==> src/rmwcs_pkg.sv <==
// Purpose: constants and carrier types for the locked-cycle and cpu-space bus sequencer
// Assumes: one state per rising mclk edge, strobe half-phases folded into whole states
// Notes: function codes and space types as driven on the external bus
package rmwcs_pkg;

  localparam logic [3:0] RMWCS_FC_CPU = 4'h7;
  localparam logic [3:0] RMWCS_TYPE_BREAKPOINT_REQUEST = 4'h0;
  localparam logic [3:0] RMWCS_TYPE_MBASE = 4'h1;
  localparam logic [3:0] RMWCS_TYPE_LOW_POWER_STOP = 4'h3;
  localparam logic [3:0] RMWCS_TYPE_IACK = 4'hf;
  localparam logic [31:0] RMWCS_MBASE_ADDR = 32'h0003ff00;
  localparam logic [31:0] RMWCS_MBASE_RESET = 32'h00000000;
  localparam logic [31:0] RMWCS_BLOCK_MASK = 32'hfffff000;
  localparam logic [1:0] RMWCS_SIZE_BYTE = 2'h1;
  localparam logic [1:0] RMWCS_SIZE_WORD = 2'h2;
  localparam logic [2:0] RMWCS_HW_BREAKPOINT_REQUEST_NUM = 3'h7;
  localparam logic [2:0] RMWCS_MAX_XFERS = 3'h4;

  // requested operation kinds
  typedef enum logic [2:0] {
    RMWCS_OP_RMW,
    RMWCS_OP_SWBKPT,
    RMWCS_OP_HWBKPT,
    RMWCS_OP_LOW_POWER_STOP,
    RMWCS_OP_MBASE_WR,
    RMWCS_OP_MBASE_RD
  } rmwcs_op_type;

  typedef struct packed {
    rmwcs_op_type op;
    logic [31:0] addr;
    logic [3:0] fc;
    logic [1:0] size;
    logic [2:0] n_reads;
    logic [2:0] n_writes;
    logic [31:0] wdata;
    logic [2:0] breakpoint_request_num;
    logic [2:0] mask_level;
  } rmwcs_req_type;

  typedef struct packed {
    logic [31:0] addr;
    logic [3:0] fc;
    logic [1:0] size;
    logic rd_wr;
    logic address_strobe_n;
    logic data_strobe_n;
    logic locked_cycle_indicator_n;
    logic [15:0] dout;
    logic dout_oe_n;
  } rmwcs_bus_type;

endpackage

==> src/rmwcs_top.sv <==
// Purpose: sequences locked read-modify-write and cpu-space bus cycles
// Assumes: size_acknowledge and bus_error_in already synchronous to mclk, active low
// Notes: module base register is answered internally, no external cycle is run
`timescale 1ns/1ps

// Notes on behaviour
// - lock indicator spans reads through writes
// - no bus grant during locked sequence
// - read s0 drives lock, address, code, size
// - strobes asserted in read s1
// - latch on acknowledge, else wait states
// - repeat reads, hold address between portions
// - one idle state between read and write portions, skip writes
// - direction read until write s0
// - write s0 dir low, s1 strobe, s2 data, s3 ds
// - write ends two clocks after acknowledge
// - cpu space uses code seven, type bits
// - software breakpoint word read encoding
// - breakpoint bus error gives illegal instruction
// - hardware breakpoint encoding and outcomes
// - stop broadcast writes mask level, internal ack
// - relocatable base register at fixed cpu address
// - only four space types, others reserved
module rmwcs_top
  import rmwcs_pkg::*;
(
  // clock and reset
  input wire logic mclk,
  input wire logic reset,
  input wire logic clk_en,
  // request port from the core
  input wire logic req_valid,
  input wire rmwcs_req_type req,
  output logic req_busy,
  output logic done,
  output logic [31:0] rdata,
  output logic fault_illegal,
  output logic fault_breakpoint_request,
  output logic breakpoint_request_acked,
  output logic stop_enter,
  output logic [31:0] module_block_base,
  // external bus
  output rmwcs_bus_type bus,
  input wire logic [15:0] din,
  input wire logic [1:0] size_acknowledge_n,
  input wire logic bus_error_in_n,
  input wire logic halt_in_n,
  // arbitration
  input wire logic bus_request_in_n,
  output logic bus_grant_out_n
);

  typedef enum logic [3:0] {
    ST_IDLE, ST_S0, ST_S1, ST_S2, ST_WAIT, ST_S4, ST_S5, ST_GAP, ST_HALT, ST_DONE
  } rmwcs_state_type;

  rmwcs_state_type state_q, state_d;
  rmwcs_req_type req_q, req_d;
  rmwcs_bus_type bus_q, bus_d;
  logic writing_q, writing_d;
  logic [2:0] left_q, left_d;
  logic [31:0] rdata_q, rdata_d;
  logic [31:0] base_q, base_d;
  logic done_q, done_d;
  logic ill_q, ill_d;
  logic bkf_q, bkf_d;
  logic bka_q, bka_d;
  logic stop_q, stop_d;
  logic grant_n_q, grant_n_d;
  logic bus_error_in_seen_q, bus_error_in_seen_d;
  logic busy_q, busy_d;

  wire logic acked = (size_acknowledge_n != 2'h3);
  wire logic bus_error_in = !bus_error_in_n;
  wire logic internal_ack = (req_q.op == RMWCS_OP_LOW_POWER_STOP);

  function automatic logic [31:0] cpu_addr(input logic [3:0] stype, input logic [2:0] num, input logic tbit);
    logic [31:0] a;
    a = 32'h00000000;
    a[19:16] = stype;
    a[4:2] = num;
    a[1] = tbit;
    return a;
  endfunction

  always_comb begin
    state_d = state_q;
    req_d = req_q;
    bus_d = bus_q;
    writing_d = writing_q;
    left_d = left_q;
    rdata_d = rdata_q;
    base_d = base_q;
    done_d = 1'b0;
    ill_d = 1'b0;
    bkf_d = 1'b0;
    bka_d = 1'b0;
    stop_d = 1'b0;
    bus_error_in_seen_d = bus_error_in_seen_q;
    grant_n_d = bus_request_in_n;
    if (state_q != ST_IDLE) begin
      grant_n_d = 1'b1;
    end
    unique case (state_q)
      ST_IDLE: begin
        if (req_valid) begin
          req_d = req;
          bus_error_in_seen_d = 1'b0;
          writing_d = 1'b0;
          unique case (req.op)
            RMWCS_OP_MBASE_WR: begin
              base_d = req.wdata & RMWCS_BLOCK_MASK;
              state_d = ST_DONE;
            end
            RMWCS_OP_MBASE_RD: begin
              rdata_d = base_q;
              state_d = ST_DONE;
            end
            RMWCS_OP_SWBKPT: begin
              req_d.addr = cpu_addr(RMWCS_TYPE_BREAKPOINT_REQUEST, req.breakpoint_request_num, 1'b0);
              req_d.fc = RMWCS_FC_CPU;
              req_d.size = RMWCS_SIZE_WORD;
              req_d.n_reads = 3'h1;
              req_d.n_writes = 3'h0;
              state_d = ST_S0;
            end
            RMWCS_OP_HWBKPT: begin
              req_d.addr = cpu_addr(RMWCS_TYPE_BREAKPOINT_REQUEST, RMWCS_HW_BREAKPOINT_REQUEST_NUM, 1'b1);
              req_d.fc = RMWCS_FC_CPU;
              req_d.size = RMWCS_SIZE_WORD;
              req_d.n_reads = 3'h1;
              req_d.n_writes = 3'h0;
              state_d = ST_S0;
            end
            RMWCS_OP_LOW_POWER_STOP: begin
              req_d.addr = cpu_addr(RMWCS_TYPE_LOW_POWER_STOP, 3'h0, 1'b0);
              req_d.fc = RMWCS_FC_CPU;
              req_d.size = RMWCS_SIZE_WORD;
              req_d.wdata = {29'h0, req.mask_level};
              req_d.n_reads = 3'h0;
              req_d.n_writes = 3'h1;
              writing_d = 1'b1;
              state_d = ST_S0;
            end
            default: begin
              state_d = ST_S0;
              writing_d = (req.n_reads == 3'h0);
            end
          endcase
          left_d = (req.op == RMWCS_OP_LOW_POWER_STOP || (req.op == RMWCS_OP_RMW && req.n_reads == 3'h0))
                   ? req.n_writes : ((req.op == RMWCS_OP_RMW) ? req.n_reads : 3'h1);
        end
      end
      ST_S0: begin
        bus_d.addr = req_q.addr;
        bus_d.fc = req_q.fc;
        bus_d.size = req_q.size;
        bus_d.rd_wr = !writing_q;
        bus_d.locked_cycle_indicator_n = (req_q.op != RMWCS_OP_RMW);
        state_d = ST_S1;
      end
      ST_S1: begin
        bus_d.address_strobe_n = 1'b0;
        bus_d.data_strobe_n = writing_q;
        state_d = ST_S2;
      end
      ST_S2: begin
        if (writing_q) begin
          bus_d.dout = req_q.wdata[15:0];
          bus_d.dout_oe_n = 1'b0;
        end
        state_d = ST_WAIT;
      end
      ST_WAIT: begin
        if (writing_q) begin
          bus_d.data_strobe_n = 1'b0;
        end
        if (acked || bus_error_in || internal_ack) begin
          bus_error_in_seen_d = bus_error_in_seen_q | bus_error_in;
          state_d = ST_S4;
        end
      end
      ST_S4: begin
        if (!writing_q) begin
          rdata_d = {rdata_q[15:0], din};
        end
        state_d = ST_S5;
      end
      ST_S5: begin
        bus_d.address_strobe_n = 1'b1;
        bus_d.data_strobe_n = 1'b1;
        if (left_q > 3'h1) begin
          left_d = left_q - 3'h1;
          state_d = ST_S0;
        end else if (!writing_q && req_q.op == RMWCS_OP_RMW && req_q.n_writes != 3'h0) begin
          writing_d = 1'b1;
          left_d = req_q.n_writes;
          state_d = ST_GAP;
        end else if (internal_ack && !halt_in_n) begin
          state_d = ST_HALT;
        end else begin
          state_d = ST_DONE;
        end
      end
      ST_GAP: begin
        state_d = ST_S0;
      end
      ST_HALT: begin
        if (halt_in_n) begin
          state_d = ST_DONE;
        end
      end
      ST_DONE: begin
        bus_d.locked_cycle_indicator_n = 1'b1;
        bus_d.dout_oe_n = 1'b1;
        bus_d.rd_wr = 1'b1;
        done_d = 1'b1;
        if (req_q.op == RMWCS_OP_SWBKPT) begin
          ill_d = bus_error_in_seen_q;
        end
        if (req_q.op == RMWCS_OP_HWBKPT) begin
          bkf_d = bus_error_in_seen_q;
          bka_d = 1'b1;
        end
        if (req_q.op == RMWCS_OP_SWBKPT) begin
          bka_d = 1'b1;
        end
        stop_d = (req_q.op == RMWCS_OP_LOW_POWER_STOP);
        state_d = ST_IDLE;
      end
      default: begin
        state_d = ST_IDLE;
      end
    endcase
    busy_d = (state_d != ST_IDLE);
  end

  always_ff @(posedge mclk or posedge reset) begin
    if (reset) begin
      state_q <= ST_IDLE;
      req_q <= '0;
      bus_q <= '{addr: 32'h0, fc: 4'h0, size: 2'h0, rd_wr: 1'b1, address_strobe_n: 1'b1,
                 data_strobe_n: 1'b1, locked_cycle_indicator_n: 1'b1, dout: 16'h0, dout_oe_n: 1'b1};
      writing_q <= 1'b0;
      left_q <= 3'h0;
      rdata_q <= 32'h0;
      base_q <= RMWCS_MBASE_RESET;
      done_q <= 1'b0;
      ill_q <= 1'b0;
      bkf_q <= 1'b0;
      bka_q <= 1'b0;
      stop_q <= 1'b0;
      grant_n_q <= 1'b1;
      bus_error_in_seen_q <= 1'b0;
      busy_q <= 1'b0;
    end else if (clk_en) begin
      state_q <= state_d;
      req_q <= req_d;
      bus_q <= bus_d;
      writing_q <= writing_d;
      left_q <= left_d;
      rdata_q <= rdata_d;
      base_q <= base_d;
      done_q <= done_d;
      ill_q <= ill_d;
      bkf_q <= bkf_d;
      bka_q <= bka_d;
      stop_q <= stop_d;
      grant_n_q <= grant_n_d;
      bus_error_in_seen_q <= bus_error_in_seen_d;
      busy_q <= busy_d;
    end
  end

  // busy kept in its own flop so the core sees no decode glitch
  assign req_busy = busy_q;
  assign done = done_q;
  assign rdata = rdata_q;
  assign fault_illegal = ill_q;
  assign fault_breakpoint_request = bkf_q;
  assign breakpoint_request_acked = bka_q;
  assign stop_enter = stop_q;
  assign module_block_base = base_q;
  assign bus = bus_q;
  assign bus_grant_out_n = grant_n_q;

  no_grant_locked_a: assert property (@(posedge mclk) disable iff (reset)
    !bus_q.locked_cycle_indicator_n |=> bus_grant_out_n)
    else $error("bus granted during locked sequence");
  strobe_after_s0_a: assert property (@(posedge mclk) disable iff (reset)
    clk_en && state_q == ST_S1 && !writing_q |=> !bus_q.address_strobe_n && !bus_q.data_strobe_n)
    else $error("read strobes missing in s1");
  write_dir_low_a: assert property (@(posedge mclk) disable iff (reset)
    !bus_q.dout_oe_n |-> !bus_q.rd_wr)
    else $error("data driven while direction reads");
  lock_held_gap_a: assert property (@(posedge mclk) disable iff (reset)
    state_q == ST_GAP |-> !bus_q.locked_cycle_indicator_n)
    else $error("lock dropped between portions");
  strobes_off_gap_a: assert property (@(posedge mclk) disable iff (reset)
    state_q == ST_GAP |-> bus_q.address_strobe_n && bus_q.data_strobe_n)
    else $error("strobes asserted in idle gap");
  wait_no_ack_a: assert property (@(posedge mclk) disable iff (reset)
    clk_en && state_q == ST_WAIT && !acked && !bus_error_in && !internal_ack |=> state_q == ST_WAIT)
    else $error("cycle left wait without acknowledge");
  cpu_space_fc_a: assert property (@(posedge mclk) disable iff (reset)
    !bus_q.address_strobe_n && req_q.op != RMWCS_OP_RMW |-> bus_q.fc == RMWCS_FC_CPU)
    else $error("cpu space cycle without code seven");
  hw_breakpoint_request_addr_a: assert property (@(posedge mclk) disable iff (reset)
    !bus_q.address_strobe_n && req_q.op == RMWCS_OP_HWBKPT |-> bus_q.addr[4:1] == 4'hf)
    else $error("hardware breakpoint address wrong");
  sw_breakpoint_request_ill_a: assert property (@(posedge mclk) disable iff (reset)
    clk_en && state_q == ST_DONE && req_q.op == RMWCS_OP_SWBKPT |=> fault_illegal == $past(bus_error_in_seen_q))
    else $error("breakpoint bus error outcome wrong");
  base_aligned_a: assert property (@(posedge mclk) disable iff (reset)
    module_block_base[11:0] == 12'h000)
    else $error("module base not block aligned");
  rd_s0_setup_a: assert property (@(posedge mclk) disable iff (reset)
    clk_en && state_q == ST_S0 && !writing_q && req_q.op == RMWCS_OP_RMW
    |=> !bus_q.locked_cycle_indicator_n && bus_q.rd_wr && bus_q.addr == $past(req_q.addr))
    else $error("read s0 setup wrong");
  gap_read_dir_a: assert property (@(posedge mclk) disable iff (reset)
    state_q == ST_GAP |-> bus_q.rd_wr && bus_q.dout_oe_n)
    else $error("direction or data changed before write s0");
  s5_strobes_off_a: assert property (@(posedge mclk) disable iff (reset)
    clk_en && state_q == ST_S5 |=> bus_q.address_strobe_n && bus_q.data_strobe_n)
    else $error("strobes still asserted after s5");
  stop_mask_a: assert property (@(posedge mclk) disable iff (reset)
    !bus_q.dout_oe_n && req_q.op == RMWCS_OP_LOW_POWER_STOP |-> bus_q.dout[2:0] == req_q.mask_level)
    else $error("stop broadcast mask level wrong");

  rmw_write_c: cover property (@(posedge mclk) disable iff (reset) state_q == ST_GAP ##2 state_q == ST_S1);
  stop_c: cover property (@(posedge mclk) disable iff (reset) stop_enter);
  hw_fault_c: cover property (@(posedge mclk) disable iff (reset) fault_breakpoint_request);
  halt_wait_c: cover property (@(posedge mclk) disable iff (reset) state_q == ST_HALT);
  stall_c: cover property (@(posedge mclk) disable iff (reset) !clk_en && state_q == ST_WAIT);

endmodule

==> config.mk <==
export PLATFORM = sky130hd
export DESIGN_NAME = rmwcs_top
export DESIGN_NICKNAME = d
export VERILOG_FILES = /design/src/rmwcs_pkg.sv /design/src/rmwcs_top.sv
export SDC_FILE = /design/constraint.sdc
export NUM_CORES = 1
export LEC_CHECK = 0
export BUFFER_PORTS_ARGS = -buffer_cell sky130_fd_sc_hd__buf_2
export CORE_AREA = 10 10 157 173
export CTS_BUF_LIST = sky130_fd_sc_hd__clkbuf_4
export CTS_CLUSTER_DIAMETER = 150
export DETAILED_ROUTE_END_ITERATION = 8
export DIE_AREA = 0 0 167 183
export REMOVE_ABC_BUFFERS = 1
export SYNTH_ARGS = -nofsm -noshare
export SYNTH_HDL_FRONTEND = slang
export SYNTH_SLANG_ARGS = --single-unit
==> constraint.sdc <==
create_clock -name mclk -period 10.65 [get_ports mclk]
set_input_delay 2.13 -clock mclk [delete_from_list [all_inputs] [get_ports mclk]]
set_output_delay 2.13 -clock mclk [all_outputs]
set_load 0.03 [all_outputs]
==> flow_summary.ini <==
[power_and_ir_drop]
p_leak_nw = 5.10
power_frac_seq_pct = 45.0
clkPwrFrac_pct = 15.0
switchingPower_mw = 1.15
comb_power_share_pct = 40.0
total_power_mw = 2.60
p_int_mw = 1.45
switching_share_pct = 44.2
power.density_nw_per_um2 = 267
vdd_drop_max_mv = 0.0981

[synthesis]
synthesis.area_per_instance_um2 = 9.98
synth_top_family_by_area = simple AND/OR/NAND/NOR gates
yosysWarnings = 0
ys_seq_area_share_pct = 57.8
syn_area_um2 = 8110
ys_ff_latch = 187
synth-simple-area-share_pct = 17.1
ys.flop_type = dfrtp_1
synth-edff-count = 0
async_reset_ff_share_pct = 100
synth_mux_area_share_pct = 9.44
netlist-cell-type-count = 57
synth_fa_ha_area_share_pct = 0.308
synth_xor_area_share_pct = 0
synth_compound_gate_area_share_pct = 10.8
syn_inst = 813

[timing]
finalClockSkew_ns = 0.0233
setup_viol = 0
tightest_slew_ns = 0.947
rsz0062_at_grt = no
maxSlewViolCount = 0
final_hold_viol_count = 0
finalCritPeriodShare_pct = 37.2
min_period_ns = 3.97
fmax_ghz = 0.252
slew_headroom_pct = 36.8
finalSetupTns_ns = 0

[grt]
grt.overflow.total = 0
antenna_found_initial = 2
grt.total_usage_pct = 14.6
grt_max_degree = 126
grt_pass1_vias = 6295
grt_pass1_wl_mm = 35.8

[detailed_routing]
drt_pre_antenna_iters = 5
drt.antenna.violating_nets = 0
drt_iter0_drc = 367
vias_per_cell = 4.66
routed_wl_mm = 22.8
post_drt_wl_per_cell_um = 17.0
num_vias = 6249
drc_errors = 0

[worst_hold_path]
min_from = req_q[74]$_DFFE_PP0P_
hold_path_class = reg2reg
hold_depth = 2
worstHoldEndpoint = bus[51]$_DFFE_PP0P_

[die]
die_area_um2 = 30600
core_area_um2 = 23500
die_h_um = 183
start_util_pct = 34.4
row_count = 59
fp.dieW_um = 167
io-pin-count = 240

[cells_and_area]
multi_input_area_um2 = 3130
area_delta_synth_final_pct = 20.0
seq_area_um2 = 4690
n_fill_cell = 2374
finalNetCount = 1132
drive_gt1_share_pct = 31.3

[clock_tree]
cts-root-buf = clkbuf_4
post_cts_resized = 0
clockBufferDepth = 2
cts_tree = done
htree_levels = 4
ctsHoldBuffers = 0
cts_sinks = 187
cts-buffers-inserted = 17
post_cts_buffers = 0
insertion_delay_ns = 0.56
cts.clk_slew.worst_paths_ns = 0.16

[critical_path]
required_ns = 11.10
worstPathArrival_ns = 4.42
r2r_start = state_q[3]$_DFFE_PP0P_
ff2ff_setup_slack_ns = 7.96
cp_max_fo = 23
crit_type = in2reg
startpoint_type = primary input
reg2reg_to = module_block_base[31]$_DFFE_PP0P_
ff2ff_path_depth = 5
endpoint_kind = flip-flop

[place]
place_congestion = 0.798
portBuffers = 227
hpwl_mm = 16.1

[flow_run]
timing.max_cap.violations = 0

[outcome]
status = complete, no violations
==> cells in the mapped netlist, drive strengths merged, types with 3 or more instances <==
| library cell | n | area [um2] |
|---|---|---|
| buf | 30 | 205 |
| nor3 | 6 | 41.3 |
| inv | 14 | 52.6 |
| dfrtp | 181 | 4530 |
| o31ai | 4 | 30.0 |
| a21oi | 19 | 95.1 |
| o21ai | 97 | 497 |
| dfstp | 6 | 158 |
| nor2 | 27 | 104 |
| a31oi | 5 | 31.3 |
| mux2i | 24 | 240 |
| o22ai | 3 | 18.8 |
| nand3 | 4 | 25.0 |
| or3 | 3 | 18.8 |
| o311ai | 3 | 33.8 |
| nand2 | 272 | 1020 |
| clkbuf | 28 | 105 |
| nand2b | 9 | 56.3 |
| mux2 | 40 | 526 |
| nand4 | 3 | 18.8 |
==> how the worst max path moves through the flow <==
| stage | from | end | slack [ns] | cells past startpoint |
|---|---|---|---|---|
| after floorplan | reset | breakpoint_request_acked$_DFFE_PP0P_ | 3.44 | 1 |
| after global placement | clk_en | module_block_base[27]$_DFFE_PP0P_ | 6.12 | 6 |
| after detailed placement | clk_en | module_block_base[25]$_DFFE_PP0P_ | 6.07 | 6 |
| after CTS | clk_en | module_block_base[27]$_DFFE_PP0P_ | 6.72 | 6 |
| after global routing | clk_en | module_block_base[31]$_DFFE_PP0P_ | 6.57 | 6 |
| final | clk_en | module_block_base[31]$_DFFE_PP0P_ | 6.68 | 6 |
==> sequential cells by signal, indices dropped and copies added (netlist names) <==
register and cells:
bus_grant_out_n 1, rdata 32, module_block_base 20, bus_error_in_seen_q 1, left_q 3, done 1
fault_illegal 1, breakpoint_request_acked 1, req_q 60, req_busy 1, fault_breakpoint_request 1, writing_q 1
stop_enter 1, state_q 4, bus 59
==> per-stage QoR <==
stage          hold slack [ns]  instances  area [um2]  setup WS [ns]  util, %
6_report                 0.477       1340        9730           6.68     41.3
5_1_grt                  0.476       1340        9730           6.57     41.3
4_1_cts                  0.471       1338        9730           6.72     41.3
3_5_place_dp             0.448       1306        9460           6.07     40.2
3_3_place_gp             0.445       1306        9460           6.12     40.2
2_1_floorplan            0.439        766        7840           3.44        -
==> cells by family (layout without fill, tap and decap cells) <==
group | after synthesis | after routing
AO/OA/AOI/OAI | 150 | 150
adder cells (fa/ha/maj) | 2 | 2
buffers and inverters | 72 | 281
flip-flops | 187 | 187
multiplexers | 64 | 64
other | 1 | 14
AND/OR/NAND/NOR | 337 | 337
==> critical path, stage by stage <==
cell and delay (ns):
buf_2 0.34, nor3b_2 0.40, nand3_4 0.25, inv_2 0.11, nand3_2 0.61, mux2_4 0.54
==> cell type report <==
class / count / share of cell area, %
Clock buffer: 18 / 1.39
Clock inverter: 14 / 1.41
Inverter: 14 / 0.617
Timing Repair Buffer: 235 / 12.3
Sequential cell: 187 / 48.2
Antenna cell: 2 / 0.0514
Multi-Input combinational cell: 565 / 32.2
Tap cell: 305 / 3.92
==> metal layers <==
layer / GRT usage, % / part of all wire [%] / up-vias
li1: - / - / 3103
met1: 18.0 / 43 / 2977
met2: 24.6 / 51 / 150
met3: 3.46 / 4.5 / 19
met4: 4.82 / 1.5 / 0
met5: 0 / 0 / -
==> cell usage in the layout (no fill, tap or decap), types with 9 or more instances in the layout <==
master / Yosys / layout
conb_1: 1 / 12
mux2_2: 18 / 18
nand2_1: 272 / 272
nor2_1: 26 / 26
o21ai_0: 73 / 73
mux2_4: 20 / 20
mux2i_1: 24 / 24
a21oi_1: 19 / 19
o21ai_1: 23 / 23
clkbuf_4: 0 / 18
inv_1: 13 / 12
dfrtp_1: 181 / 181
nand2b_1: 9 / 9
buf_2: 11 / 227
==> power groups by stage <==
stage / registers, mW / clock network (mW) / logic, mW
2_1_floorplan: 1.47 / 0 / 0.404
3_3_place_gp: 1.18 / 0 / 1.04
3_5_place_dp: 1.19 / 0 / 1.06
4_1_cts: 1.17 / 0.406 / 1.06
5_1_grt: 1.21 / 0.435 / 1.14
6_report: 1.17 / 0.389 / 1.04
Power figures use the tool's default switching activity.
